**src/inc/indirect_access_params.svh**
```systemverilog
// Register offsets, status codes and reset values of the indirect parameter access bank.
`ifndef INDIRECT_ACCESS_PARAMS_SVH
`define INDIRECT_ACCESS_PARAMS_SVH

// ==========================================================
// Register numbers as seen by the network client.
`define REG_COMMANDED_MODE 16'h000a
`define REG_TARGET_ADDRESS 16'h0064
`define REG_TARGET_VALUE 16'h0065
`define REG_ACCESS_STATUS 16'h0066
`define REG_CURRENT_MODE 16'h0106
`define REG_MIRROR_FIRST 16'h0002
`define REG_MIRROR_LAST 16'h01fc

// ==========================================================
// Status byte codes.
`define CODE_SUCCESS 8'h00
`define CODE_BAD_PARAM 8'h02
`define CODE_BAD_DATA 8'h03
`define CODE_LINK_LOST 8'h07
`define CODE_OTHER 8'h0a
`define CODE_NOT_READY 8'hff

// ==========================================================
// Field positions and reset values.
`define STATUS_READ_LSB 0
`define STATUS_WRITE_LSB 8
`define RESET_WORD 16'h0000
`define RESET_STATUS 16'h00ff

`endif

```
**src/inc/indirect_access_pkg.sv**
```systemverilog
// Types shared by the indirect parameter access bank.
`default_nettype none
package indirect_access_pkg;

   // Drive-side transaction engine states.
   typedef enum logic [1:0] {
      ST_IDLE,
      ST_READ,
      ST_WRITE
   } engine_state_e;

endpackage : indirect_access_pkg
`default_nettype wire

```
**src/rtl/indirect_parameter_access_regs.sv**
```systemverilog
// Register bank with commanded/current operation mode and an indirect parameter window.
// ==========================================================
`timescale 1ns/1ps
`default_nettype none
`include "indirect_access_params.svh"

module indirect_parameter_access_regs #(
   parameter int DATA_W = 16
) (
   // Clock and reset.
   input wire logic i_core_clk,
   input wire logic i_reset_n,
   // Network register port, one access per strobe.
   input wire logic i_net_wr,
   input wire logic i_net_rd,
   input wire logic [15:0] i_net_reg,
   input wire logic [DATA_W-1:0] i_net_wdata,
   output logic o_net_ack,
   output logic o_net_err,
   output logic [DATA_W-1:0] o_net_rdata,
   // Operation mode link to the drive.
   output logic o_mode_req,
   output logic [DATA_W-1:0] o_mode_value,
   input wire logic [DATA_W-1:0] i_drive_mode,
   // Drive parameter transaction engine.
   output logic o_drv_req,
   output logic o_drv_write,
   output logic [DATA_W-1:0] o_drv_addr,
   output logic [DATA_W-1:0] o_drv_wdata,
   input wire logic i_drv_done,
   input wire logic [7:0] i_drv_code,
   input wire logic [DATA_W-1:0] i_drv_rdata
);

   // ==========================================================
   // Elaboration check.
   // The status word packs two status bytes and the register numbers are
   // fixed at 16 bits, so no other data width can be served.
   if (DATA_W != 16)
   begin : g_width_check
      $error("DATA_W must be 16: the status word is two bytes.");
   end

   // Reset pattern of the status word, split into its two bytes below.
   localparam logic [15:0] STATUS_IDLE = `RESET_STATUS;

   // ==========================================================
   // State.
   // Every register of the bank lives here; the next values are formed in the
   // single combinational process below and only registered in the clocked one.
   logic [DATA_W-1:0] cmd_mode_q, cmd_mode_d;    // Last network-written mode.
   logic [DATA_W-1:0] cur_mode_q, cur_mode_d;    // Drive's reported mode.
   logic [DATA_W-1:0] addr_q, addr_d;            // Indirect target number.
   logic [DATA_W-1:0] value_q, value_d;          // Indirect value.
   logic [7:0] rd_code_q, rd_code_d;             // Read status byte.
   logic [7:0] wr_code_q, wr_code_d;             // Write status byte.
   logic wr_pend_q, wr_pend_d;                   // Value write awaiting issue.
   logic [DATA_W-1:0] wr_data_q, wr_data_d;      // Data of the pending write.
   logic stale_q, stale_d;                       // Answer in flight is for an old address.
   indirect_access_pkg::engine_state_e st_q, st_d;
   logic ack_q, ack_d;
   logic err_q, err_d;
   logic [DATA_W-1:0] rdata_q, rdata_d;
   logic mode_req_q, mode_req_d;
   logic drv_req_q, drv_req_d;
   logic drv_write_q, drv_write_d;
   logic [DATA_W-1:0] drv_addr_q, drv_addr_d;
   logic [DATA_W-1:0] drv_wdata_q, drv_wdata_d;

   // Decoded network accesses.
   // Writes to the read-only status and current-mode numbers decode to nothing,
   // so they are acknowledged without side effects.
   logic wr_addr;
   logic wr_value;
   logic in_mirror;

   assign wr_addr = i_net_wr && (i_net_reg == `REG_TARGET_ADDRESS);
   assign wr_value = i_net_wr && (i_net_reg == `REG_TARGET_VALUE);
   assign in_mirror = (i_net_reg >= `REG_MIRROR_FIRST) && (i_net_reg <= `REG_MIRROR_LAST);

   // ==========================================================
   // Next-state logic for registers, status and the drive engine.
   // Only one drive transaction is in flight; an answer that returns after the
   // address moved is discarded so a stale value never reaches the window.
   // The price is one idle cycle between drive transactions, which keeps the
   // engine free of any queue beyond the single pending value write.
   always_comb
   begin
      cmd_mode_d = cmd_mode_q;
      cur_mode_d = i_drive_mode;
      addr_d = addr_q;
      value_d = value_q;
      rd_code_d = rd_code_q;
      wr_code_d = wr_code_q;
      wr_pend_d = wr_pend_q;
      wr_data_d = wr_data_q;
      stale_d = stale_q;
      st_d = st_q;
      ack_d = i_net_wr || i_net_rd;
      err_d = (i_net_wr || i_net_rd) && !in_mirror && (i_net_reg != `REG_CURRENT_MODE);
      rdata_d = rdata_q;
      mode_req_d = 1'b0;
      // The mode output is the commanded register itself and needs no default.
      drv_req_d = 1'b0;
      drv_write_d = drv_write_q;
      drv_addr_d = drv_addr_q;
      drv_wdata_d = drv_wdata_q;

      // Network reads: mirrored registers always answer.
      if (i_net_rd)
      begin
         case (i_net_reg)
            `REG_COMMANDED_MODE: rdata_d = cmd_mode_q;
            `REG_TARGET_ADDRESS: rdata_d = addr_q;
            `REG_TARGET_VALUE: rdata_d = value_q;
            `REG_ACCESS_STATUS: rdata_d = {wr_code_q, rd_code_q};
            `REG_CURRENT_MODE: rdata_d = cur_mode_q;
            default: rdata_d = `RESET_WORD;
         endcase
      end

      // Drive engine answers.
      case (st_q)
         // A read answer updates the read byte; a failed read leaves the last
         // good value in place, which the not-ready or error code qualifies.
         indirect_access_pkg::ST_READ:
         begin
            if (i_drv_done)
            begin
               st_d = indirect_access_pkg::ST_IDLE;
               if (!stale_q && addr_q != `RESET_WORD)
               begin
                  rd_code_d = i_drv_code;
                  if (i_drv_code == `CODE_SUCCESS)
                  begin
                     value_d = i_drv_rdata;
                  end
               end
            end
         end
         // A write answer only ever touches the write byte; there is no retry,
         // so a failed code stands until the client acts again.
         indirect_access_pkg::ST_WRITE:
         begin
            if (i_drv_done)
            begin
               st_d = indirect_access_pkg::ST_IDLE;
               if (!stale_q)
               begin
                  wr_code_d = i_drv_code;
               end
            end
         end
         indirect_access_pkg::ST_IDLE:
         begin
            // A queued write goes first, then re-reading resumes.
            if (wr_pend_q && addr_q != `RESET_WORD)
            begin
               st_d = indirect_access_pkg::ST_WRITE;
               drv_req_d = 1'b1;
               drv_write_d = 1'b1;
               drv_addr_d = addr_q;
               drv_wdata_d = wr_data_q;
               wr_pend_d = 1'b0;
               stale_d = 1'b0;
            end
            else if (addr_q != `RESET_WORD)
            begin
               st_d = indirect_access_pkg::ST_READ;
               drv_req_d = 1'b1;
               drv_write_d = 1'b0;
               drv_addr_d = addr_q;
               stale_d = 1'b0;
            end
         end
         default: st_d = indirect_access_pkg::ST_IDLE;
      endcase

      // Network writes override engine updates in the same cycle.
      // They come last so that a client action always wins over an answer that
      // lands in the same cycle, as the client cannot see that answer anyway.
      if (i_net_wr && i_net_reg == `REG_COMMANDED_MODE)
      begin
         cmd_mode_d = i_net_wdata;
         mode_req_d = 1'b1;
      end
      if (wr_value && addr_q != `RESET_WORD)
      begin
         value_d = i_net_wdata;
         wr_data_d = i_net_wdata;
         wr_pend_d = 1'b1;
         wr_code_d = `CODE_NOT_READY;
      end
      if (wr_addr)
      begin
         addr_d = i_net_wdata;
         value_d = `RESET_WORD;
         rd_code_d = `CODE_NOT_READY;
         wr_pend_d = 1'b0;
         if (i_net_wdata != addr_q)
         begin
            wr_code_d = `CODE_NOT_READY;
         end
         // Any transaction still outstanding after this edge, including one
         // issued in this very cycle for the old number, must be discarded.
         if (st_d != indirect_access_pkg::ST_IDLE)
         begin
            stale_d = 1'b1;
         end
      end

      // Disabled window holds zero value and the idle status pattern: read byte not-ready, write byte zero.
      // It is applied to the next address, so the write of zero takes effect at once.
      if (addr_d == `RESET_WORD)
      begin
         value_d = `RESET_WORD;
         rd_code_d = STATUS_IDLE[7:0];
         wr_code_d = STATUS_IDLE[15:8];
         wr_pend_d = 1'b0;
      end
   end

   // ==========================================================
   // Register stage; everything resets to the disabled window.
   // Reset is synchronous, so a request pulse in flight at reset is simply
   // lost; the drive side must not hold an answer across a reset.
   always_ff @(posedge i_core_clk)
   begin
      if (!i_reset_n)
      begin
         cmd_mode_q <= `RESET_WORD;
         cur_mode_q <= `RESET_WORD;
         addr_q <= `RESET_WORD;
         value_q <= `RESET_WORD;
         rd_code_q <= STATUS_IDLE[7:0];
         wr_code_q <= STATUS_IDLE[15:8];
         wr_pend_q <= 1'b0;
         wr_data_q <= `RESET_WORD;
         stale_q <= 1'b0;
         st_q <= indirect_access_pkg::ST_IDLE;
         ack_q <= 1'b0;
         err_q <= 1'b0;
         rdata_q <= `RESET_WORD;
         mode_req_q <= 1'b0;
         drv_req_q <= 1'b0;
         drv_write_q <= 1'b0;
         drv_addr_q <= `RESET_WORD;
         drv_wdata_q <= `RESET_WORD;
      end
      else
      begin
         cmd_mode_q <= cmd_mode_d;
         cur_mode_q <= cur_mode_d;
         addr_q <= addr_d;
         value_q <= value_d;
         rd_code_q <= rd_code_d;
         wr_code_q <= wr_code_d;
         wr_pend_q <= wr_pend_d;
         wr_data_q <= wr_data_d;
         stale_q <= stale_d;
         st_q <= st_d;
         ack_q <= ack_d;
         err_q <= err_d;
         rdata_q <= rdata_d;
         mode_req_q <= mode_req_d;
         drv_req_q <= drv_req_d;
         drv_write_q <= drv_write_d;
         drv_addr_q <= drv_addr_d;
         drv_wdata_q <= drv_wdata_d;
      end
   end

   // ==========================================================
   // Outputs, all straight from flip-flops.
   // The mode value is the commanded register itself, not a copy, so the value
   // read back at the commanded-mode number and the value offered never differ.
   assign o_net_ack = ack_q;
   assign o_net_err = err_q;
   assign o_net_rdata = rdata_q;
   assign o_mode_req = mode_req_q;
   assign o_mode_value = cmd_mode_q;
   assign o_drv_req = drv_req_q;
   assign o_drv_write = drv_write_q;
   assign o_drv_addr = drv_addr_q;
   assign o_drv_wdata = drv_wdata_q;

endmodule : indirect_parameter_access_regs
`default_nettype wire

```
**config.mk**
```make
export PLATFORM = sky130hd
export DESIGN_NAME = indirect_parameter_access_regs
export DESIGN_NICKNAME = d
export VERILOG_FILES = /design/src/inc/indirect_access_pkg.sv /design/src/rtl/indirect_parameter_access_regs.sv
export VERILOG_INCLUDE_DIRS = /design/src /design/src/inc
export SDC_FILE = /design/constraint.sdc
export NUM_CORES = 1
export LEC_CHECK = 0
export BUFFER_PORTS_ARGS = -buffer_cell sky130_fd_sc_hd__buf_2
export CAP_MARGIN = 20
export CORE_MARGIN = 1
export CORE_UTILIZATION = 56
export CTS_BUF_LIST = sky130_fd_sc_hd__clkbuf_4 sky130_fd_sc_hd__clkbuf_8
export DETAILED_ROUTE_END_ITERATION = 12
export PLACE_DENSITY_LB_ADDON = 0.15
export SETUP_SLACK_MARGIN = 0.3
export SKIP_LAST_GASP = 1
export SYNTH_ARGS = -nofsm -noshare
export SYNTH_HDL_FRONTEND = slang
export SYNTH_SLANG_ARGS = --single-unit
```
**constraint.sdc**
```tcl
create_clock -name i_core_clk -period 3.2 [get_ports i_core_clk]
set_clock_uncertainty 0.15 [all_clocks]
set_input_delay 0.32 -clock i_core_clk [delete_from_list [all_inputs] [get_ports i_core_clk]]
set_output_delay 0.32 -clock i_core_clk [all_outputs]
set_load 0.05 [all_outputs]
```
**Yosys cells after proc, flatten, opt, wreduce, memory -nomap -nowiden**

Index checks and enable logic that the tools add are counted.

- Output and inout bits: 69
- Bits of input ports: 77
- Flip-flop bits (word level): 153
- Logic and storage cells: 95

- Magnitude comparators: 2
- Reduce and logical (&&, ||, !) cells: 33
- Equality and inequality tests: 9
- Bitwise gates (word level): 1
- Mux-type cells: 32

Operators with widths:

| operator | count |
|---|---|
| 2-to-1 mux 16 bit | 8 |
| one-hot mux 16 bit (5 select lines) | 1 |
| == test 16 x 7 -> 1 bit (second input constant) | 3 |
| 2-to-1 mux 8 bit | 6 |
| == test 16 x 4 -> 1 bit (second input constant) | 1 |
| == test 16 x 9 -> 1 bit (second input constant) | 1 |
| greater-or-equal comparator 16 x 2 -> 1 bit (second input constant) | 1 |
| less-or-equal comparator 16 x 9 -> 1 bit (second input constant) | 1 |
| zero test 16 bit | 1 |
| inequality test 16 bit | 1 |
| inequality test 16 x 9 -> 1 bit (second input constant) | 1 |
| nonzero test 16 bit | 1 |
| nonzero test 2 bit | 8 |
| 2-to-1 mux 1 bit | 13 |
| logical AND 1 bit | 9 |
| zero test 8 bit | 1 |
| AND reduction 2 bit | 4 |
| 2-to-1 mux 2 bit | 3 |
| one-hot mux 2 bit (2 select lines) | 1 |
| AND reduction 4 bit | 1 |
| OR reduction 2 bit | 2 |
| AND reduction 3 bit | 1 |
| OR reduction 3 bit | 1 |
| == test 2 x 1 -> 1 bit (second input constant) | 1 |
| other kinds (5) | 6 |

**Logic depth before layout (Yosys ltp)**

- Depth in word-level cells: 7
- Depth in mapped cells: 9
- Depth with buffers taken out: 6

**Worst setup path before layout**

OpenSTA, ideal clock, no wires.

- Kind: input to register
- Start point: input i_net_reg[5]
- End point: register cmd_mode_q[10], in the netlist o_mode_value[10]
- Path slack: 0.786 ns
- Data required time: 2.933 ns
- Library setup time: 0.117 ns
- Data arrival time: 2.147 ns
- Cell stages on the path: 6
- Path buffers: 1
- Cell sequence: or4_4 or3_4 nor4_4 buf_6 mux2i_1 nor2b_1

- Word-level cells in the longest chain between the ends: 2

RTL lines:

| item | RTL line | source |
|---|---|---|
| from (decl) | indirect_parameter_access_regs.sv:16 | `input wire logic [15:0] i_net_reg,` |
| == test 16 x 4 -> 1 bit | - |  |
| logical AND 1 bit (no line) | - |  |
| to (signal assigned) | indirect_parameter_access_regs.sv:231 | `` cmd_mode_q <= `RESET_WORD; `` |
| to (signal assigned) | indirect_parameter_access_regs.sv:252 | `cmd_mode_q <= cmd_mode_d;` |
| to (decl) | indirect_parameter_access_regs.sv:51 | `logic [DATA_W-1:0] cmd_mode_q, cmd_mode_d;` |

No other way between the ends.
A chain may end at the register's enable or synchronous reset.

**Worst setup path after layout**

- Start point: input i_drv_code[0]
- End point: register value_q[6]

- Word-level cells in the longest chain between the ends: 3

RTL lines:

| item | RTL line | source |
|---|---|---|
| from (decl) | indirect_parameter_access_regs.sv:31 | `input wire logic [7:0] i_drv_code,` |
| zero test 8 bit (no line) | - |  |
| nonzero test 2 bit (no line) | - |  |
| AND reduction 4 bit (no line) | - |  |
| to (signal assigned) | indirect_parameter_access_regs.sv:234 | `` value_q <= `RESET_WORD; `` |
| to (signal assigned) | indirect_parameter_access_regs.sv:255 | `value_q <= value_d;` |
| to (decl) | indirect_parameter_access_regs.sv:54 | `logic [DATA_W-1:0] value_q, value_d;` |

No other way between the ends.

==> out/metrics.cfg <==
[synthesis]
synthFlopType = dfxtp_1
synth_edf_count = 0
ys_async_sr_fraction = 0
syn_area_mm2 = 0.00647
synth-seq-cells = 153
synthesis.nets = 759
synth_largest_area_cell = dfxtp_1
avgSynthCellArea_um2 = 9.55
ys_types = 50
synthCells = 678
synth_top_area_share = 0.473
synth_area_leaders = dfxtp_1 47%, mux2i_1 9.9%, nand2_1 6.3%
ys_warn_count = 0
ys_seq_area_frac = 0.473

[sta]
tightest_slew_ns = 1.09
grt_setup_unrepaired = no
setup-violations-final = 0
setup_tns_ns = 0
min_period_over_period = 0.852
period_needed_ns = 2.73
fmax_ghz = 0.367
max-slew-margin-rel = 0.275
maxSlewViolCount = 0
hold_violations = 0
whs_ns = 0.0128

[placed_design]
gp_congestion = 0.924
dp.cells = 936
hpwlAfterDp_um = 13100
port_buffers = 145

[global_route]
grt_first_pass_wirelength_um = 28800
grt_max_degree = 47
grt_pass1_vias = 5544
grt_overflow = 0
antenna_found_initial = 0
grt_use_total = 0.324

[flow_run]
maxCapViolCount = 0

[setup_path]
reg2regPathDepth = 6
worstPathMaxFanout = 16
startpoint_type = primary input
cp.required_ns = 3.39
arrival_ns = 2.92
cp-end-kind = register
worst-setup-path-type = in -> reg

[finish]
instances_no_fill = 991
final_common_cell = dfxtp_1
nNetsFinal = 920
syn2layout_area_growth_pct = 23.1
diodes = 0
drive_gt1_frac = 0.242
most-common-layout-cells = 153 x dfxtp_1, 145 x buf_2, 109 x nand2_1

[clock_tree]
htree_levels = 4
insertion_delay_ns = 0.46
cts_made_buffers = 17
cts_tree = done
clkSlewWorstSetupHoldPaths_ns = 0.08
cts_setup_buffers = 0
cts_root_buf = clkbuf_8
clock_path_buffers = 2
cts_num_sinks = 153

[die]
fp.dieH_um = 110
die-area_mm2 = 0.0120
rows = 38
fp.dieW_um = 110
initial_core_util = 0.587
core_area_mm2 = 0.0110
io_pins = 146

[detailed_routing]
drt_iter0_markers = 565
via_count = 5827
wl_per_cell_um = 18.6
viasPerCell = 5.88
first_pass_iters = 7
antenna_left = 0
drt_wl_total_um = 18500
route.detailed.drc = 0

[run_status]
status = finished clean

[worst_hold_path]
min_delay_path_depth = 3
hold_class = in -> reg

[pwr]
leakagePower_nw = 3.19
ir_drop_v = 0.000335
power.density_mw_per_mm2 = 462

## where the power goes
part	leakage, nW	switching [W]	internal, W
Sequential	1.24	0.00000834	0.00192
Clock	0.209	0.000692	0.000795
Combinational	1.74	0.000159	0.000103
## kinds of logic after synthesis
family | Yosys count | share of synthesized area
AOI/OAI and AO/OA | 166 | 0.179
xor gates and xnor gates | 16 | 0.0216
adders and majority gates | 4 | 0.00773
buffers and inverters | 47 | 0.0330
DFF | 153 | 0.473
muxes | 64 | 0.0990
and+or+nand+nor | 228 | 0.186
## Yosys cell counts (3+ instances only)
| library cell | count |
|---|---|
| o21ai_1 | 4 |
| inv_1 | 5 |
| nand3_1 | 5 |
| buf_2 | 15 |
| nand2_1 | 109 |
| a21oi_1 | 36 |
| ha_1 | 4 |
| clkbuf_1 | 22 |
| nand2b_1 | 3 |
| nor4_1 | 13 |
| nand4_1 | 5 |
| nor2b_1 | 36 |
| xor2_1 | 16 |
| a222oi_1 | 16 |
| a21boi_0 | 11 |
| and2_1 | 26 |
| mux2i_1 | 64 |
| or4_1 | 5 |
| nor2_1 | 6 |
| dfxtp_1 | 153 |
| a21boi_1 | 37 |
| o21ai_0 | 29 |
| nor3_1 | 3 |
| a221oi_1 | 24 |
## final timing paths
path,slack [ns],startpoint,endpoint
worst max-delay path,0.47,i_drv_code[0],value_q[6]
worst min-delay path,0.01,i_drv_rdata[13],value_q[13]
worst max register to register,0.52,addr_q[6],wr_data_q[9]
worst min register to register,0.30,o_drv_addr[0],o_drv_addr[0]
## registers in the layout, indices dropped and copies added (netlist names)
signal	cells
value_q	16
o_drv_req	1
o_drv_write	1
o_mode_req	1
o_drv_wdata	16
o_net_rdata	16
o_net_err	1
rd_code_q	8
o_mode_value	16
o_drv_addr	16
wr_pend_q	1
stale_q	1
cur_mode_q	16
st_q	2
wr_code_q	8
o_net_ack	1
addr_q	16
wr_data_q	16
## worst max-delay path, cell delays in order
cell	delay (ns)
dlygate4sd3_1	0.55
buf_2	0.15
nor4_1	0.49
nand4_1	0.18
nor2_2	0.85
mux2i_1	0.29
a21oi_1	0.08
## metal layers
layer	vias to the layer above	global-route usage	share of wire
li1	2752	-	-
met1	2750	0.422	0.43
met2	283	0.502	0.46
met3	42	0.0954	0.093
met4	0	0.132	0.024
met5	-	0	0
## per-stage QoR
| step | setup slack (ns) | util | power [W] | instance area (um^2) |
|---|---|---|---|---|
| after global routing | 0.386 | 0.722 | 0.00380 | 7970 |
| after CTS | 0.412 | 0.722 | 0.00369 | 7960 |
| after detailed placement | 0.439 | 0.663 | 0.00221 | 7320 |
| after floorplan | 0.786 | - | 0.00209 | 6470 |
| after global placement | 0.577 | 0.663 | 0.00221 | 7320 |
| final | 0.474 | 0.722 | 0.00368 | 7970 |
## area by class of cell
| class | instances | area [um^2] |
|---|---|---|
| multi-input cells | 478 | 3230 |
| flip-flops and latches | 153 | 3060 |
| fillers | 853 | 3060 |
| repair buffers | 183 | 1070 |
| clock buffers | 24 | 312 |
| well taps | 140 | 175 |
| clock inverters | 7 | 91.3 |
| inverters | 6 | 22.5 |
## timing repair
item,4_1_cts,5_1_grt
gates resized for setup,0,1
hold buffers,24,0
endpoints found under the hold margin,24,0
endpoints found under the setup margin,0,2
(Power assumes the default switching activity.)
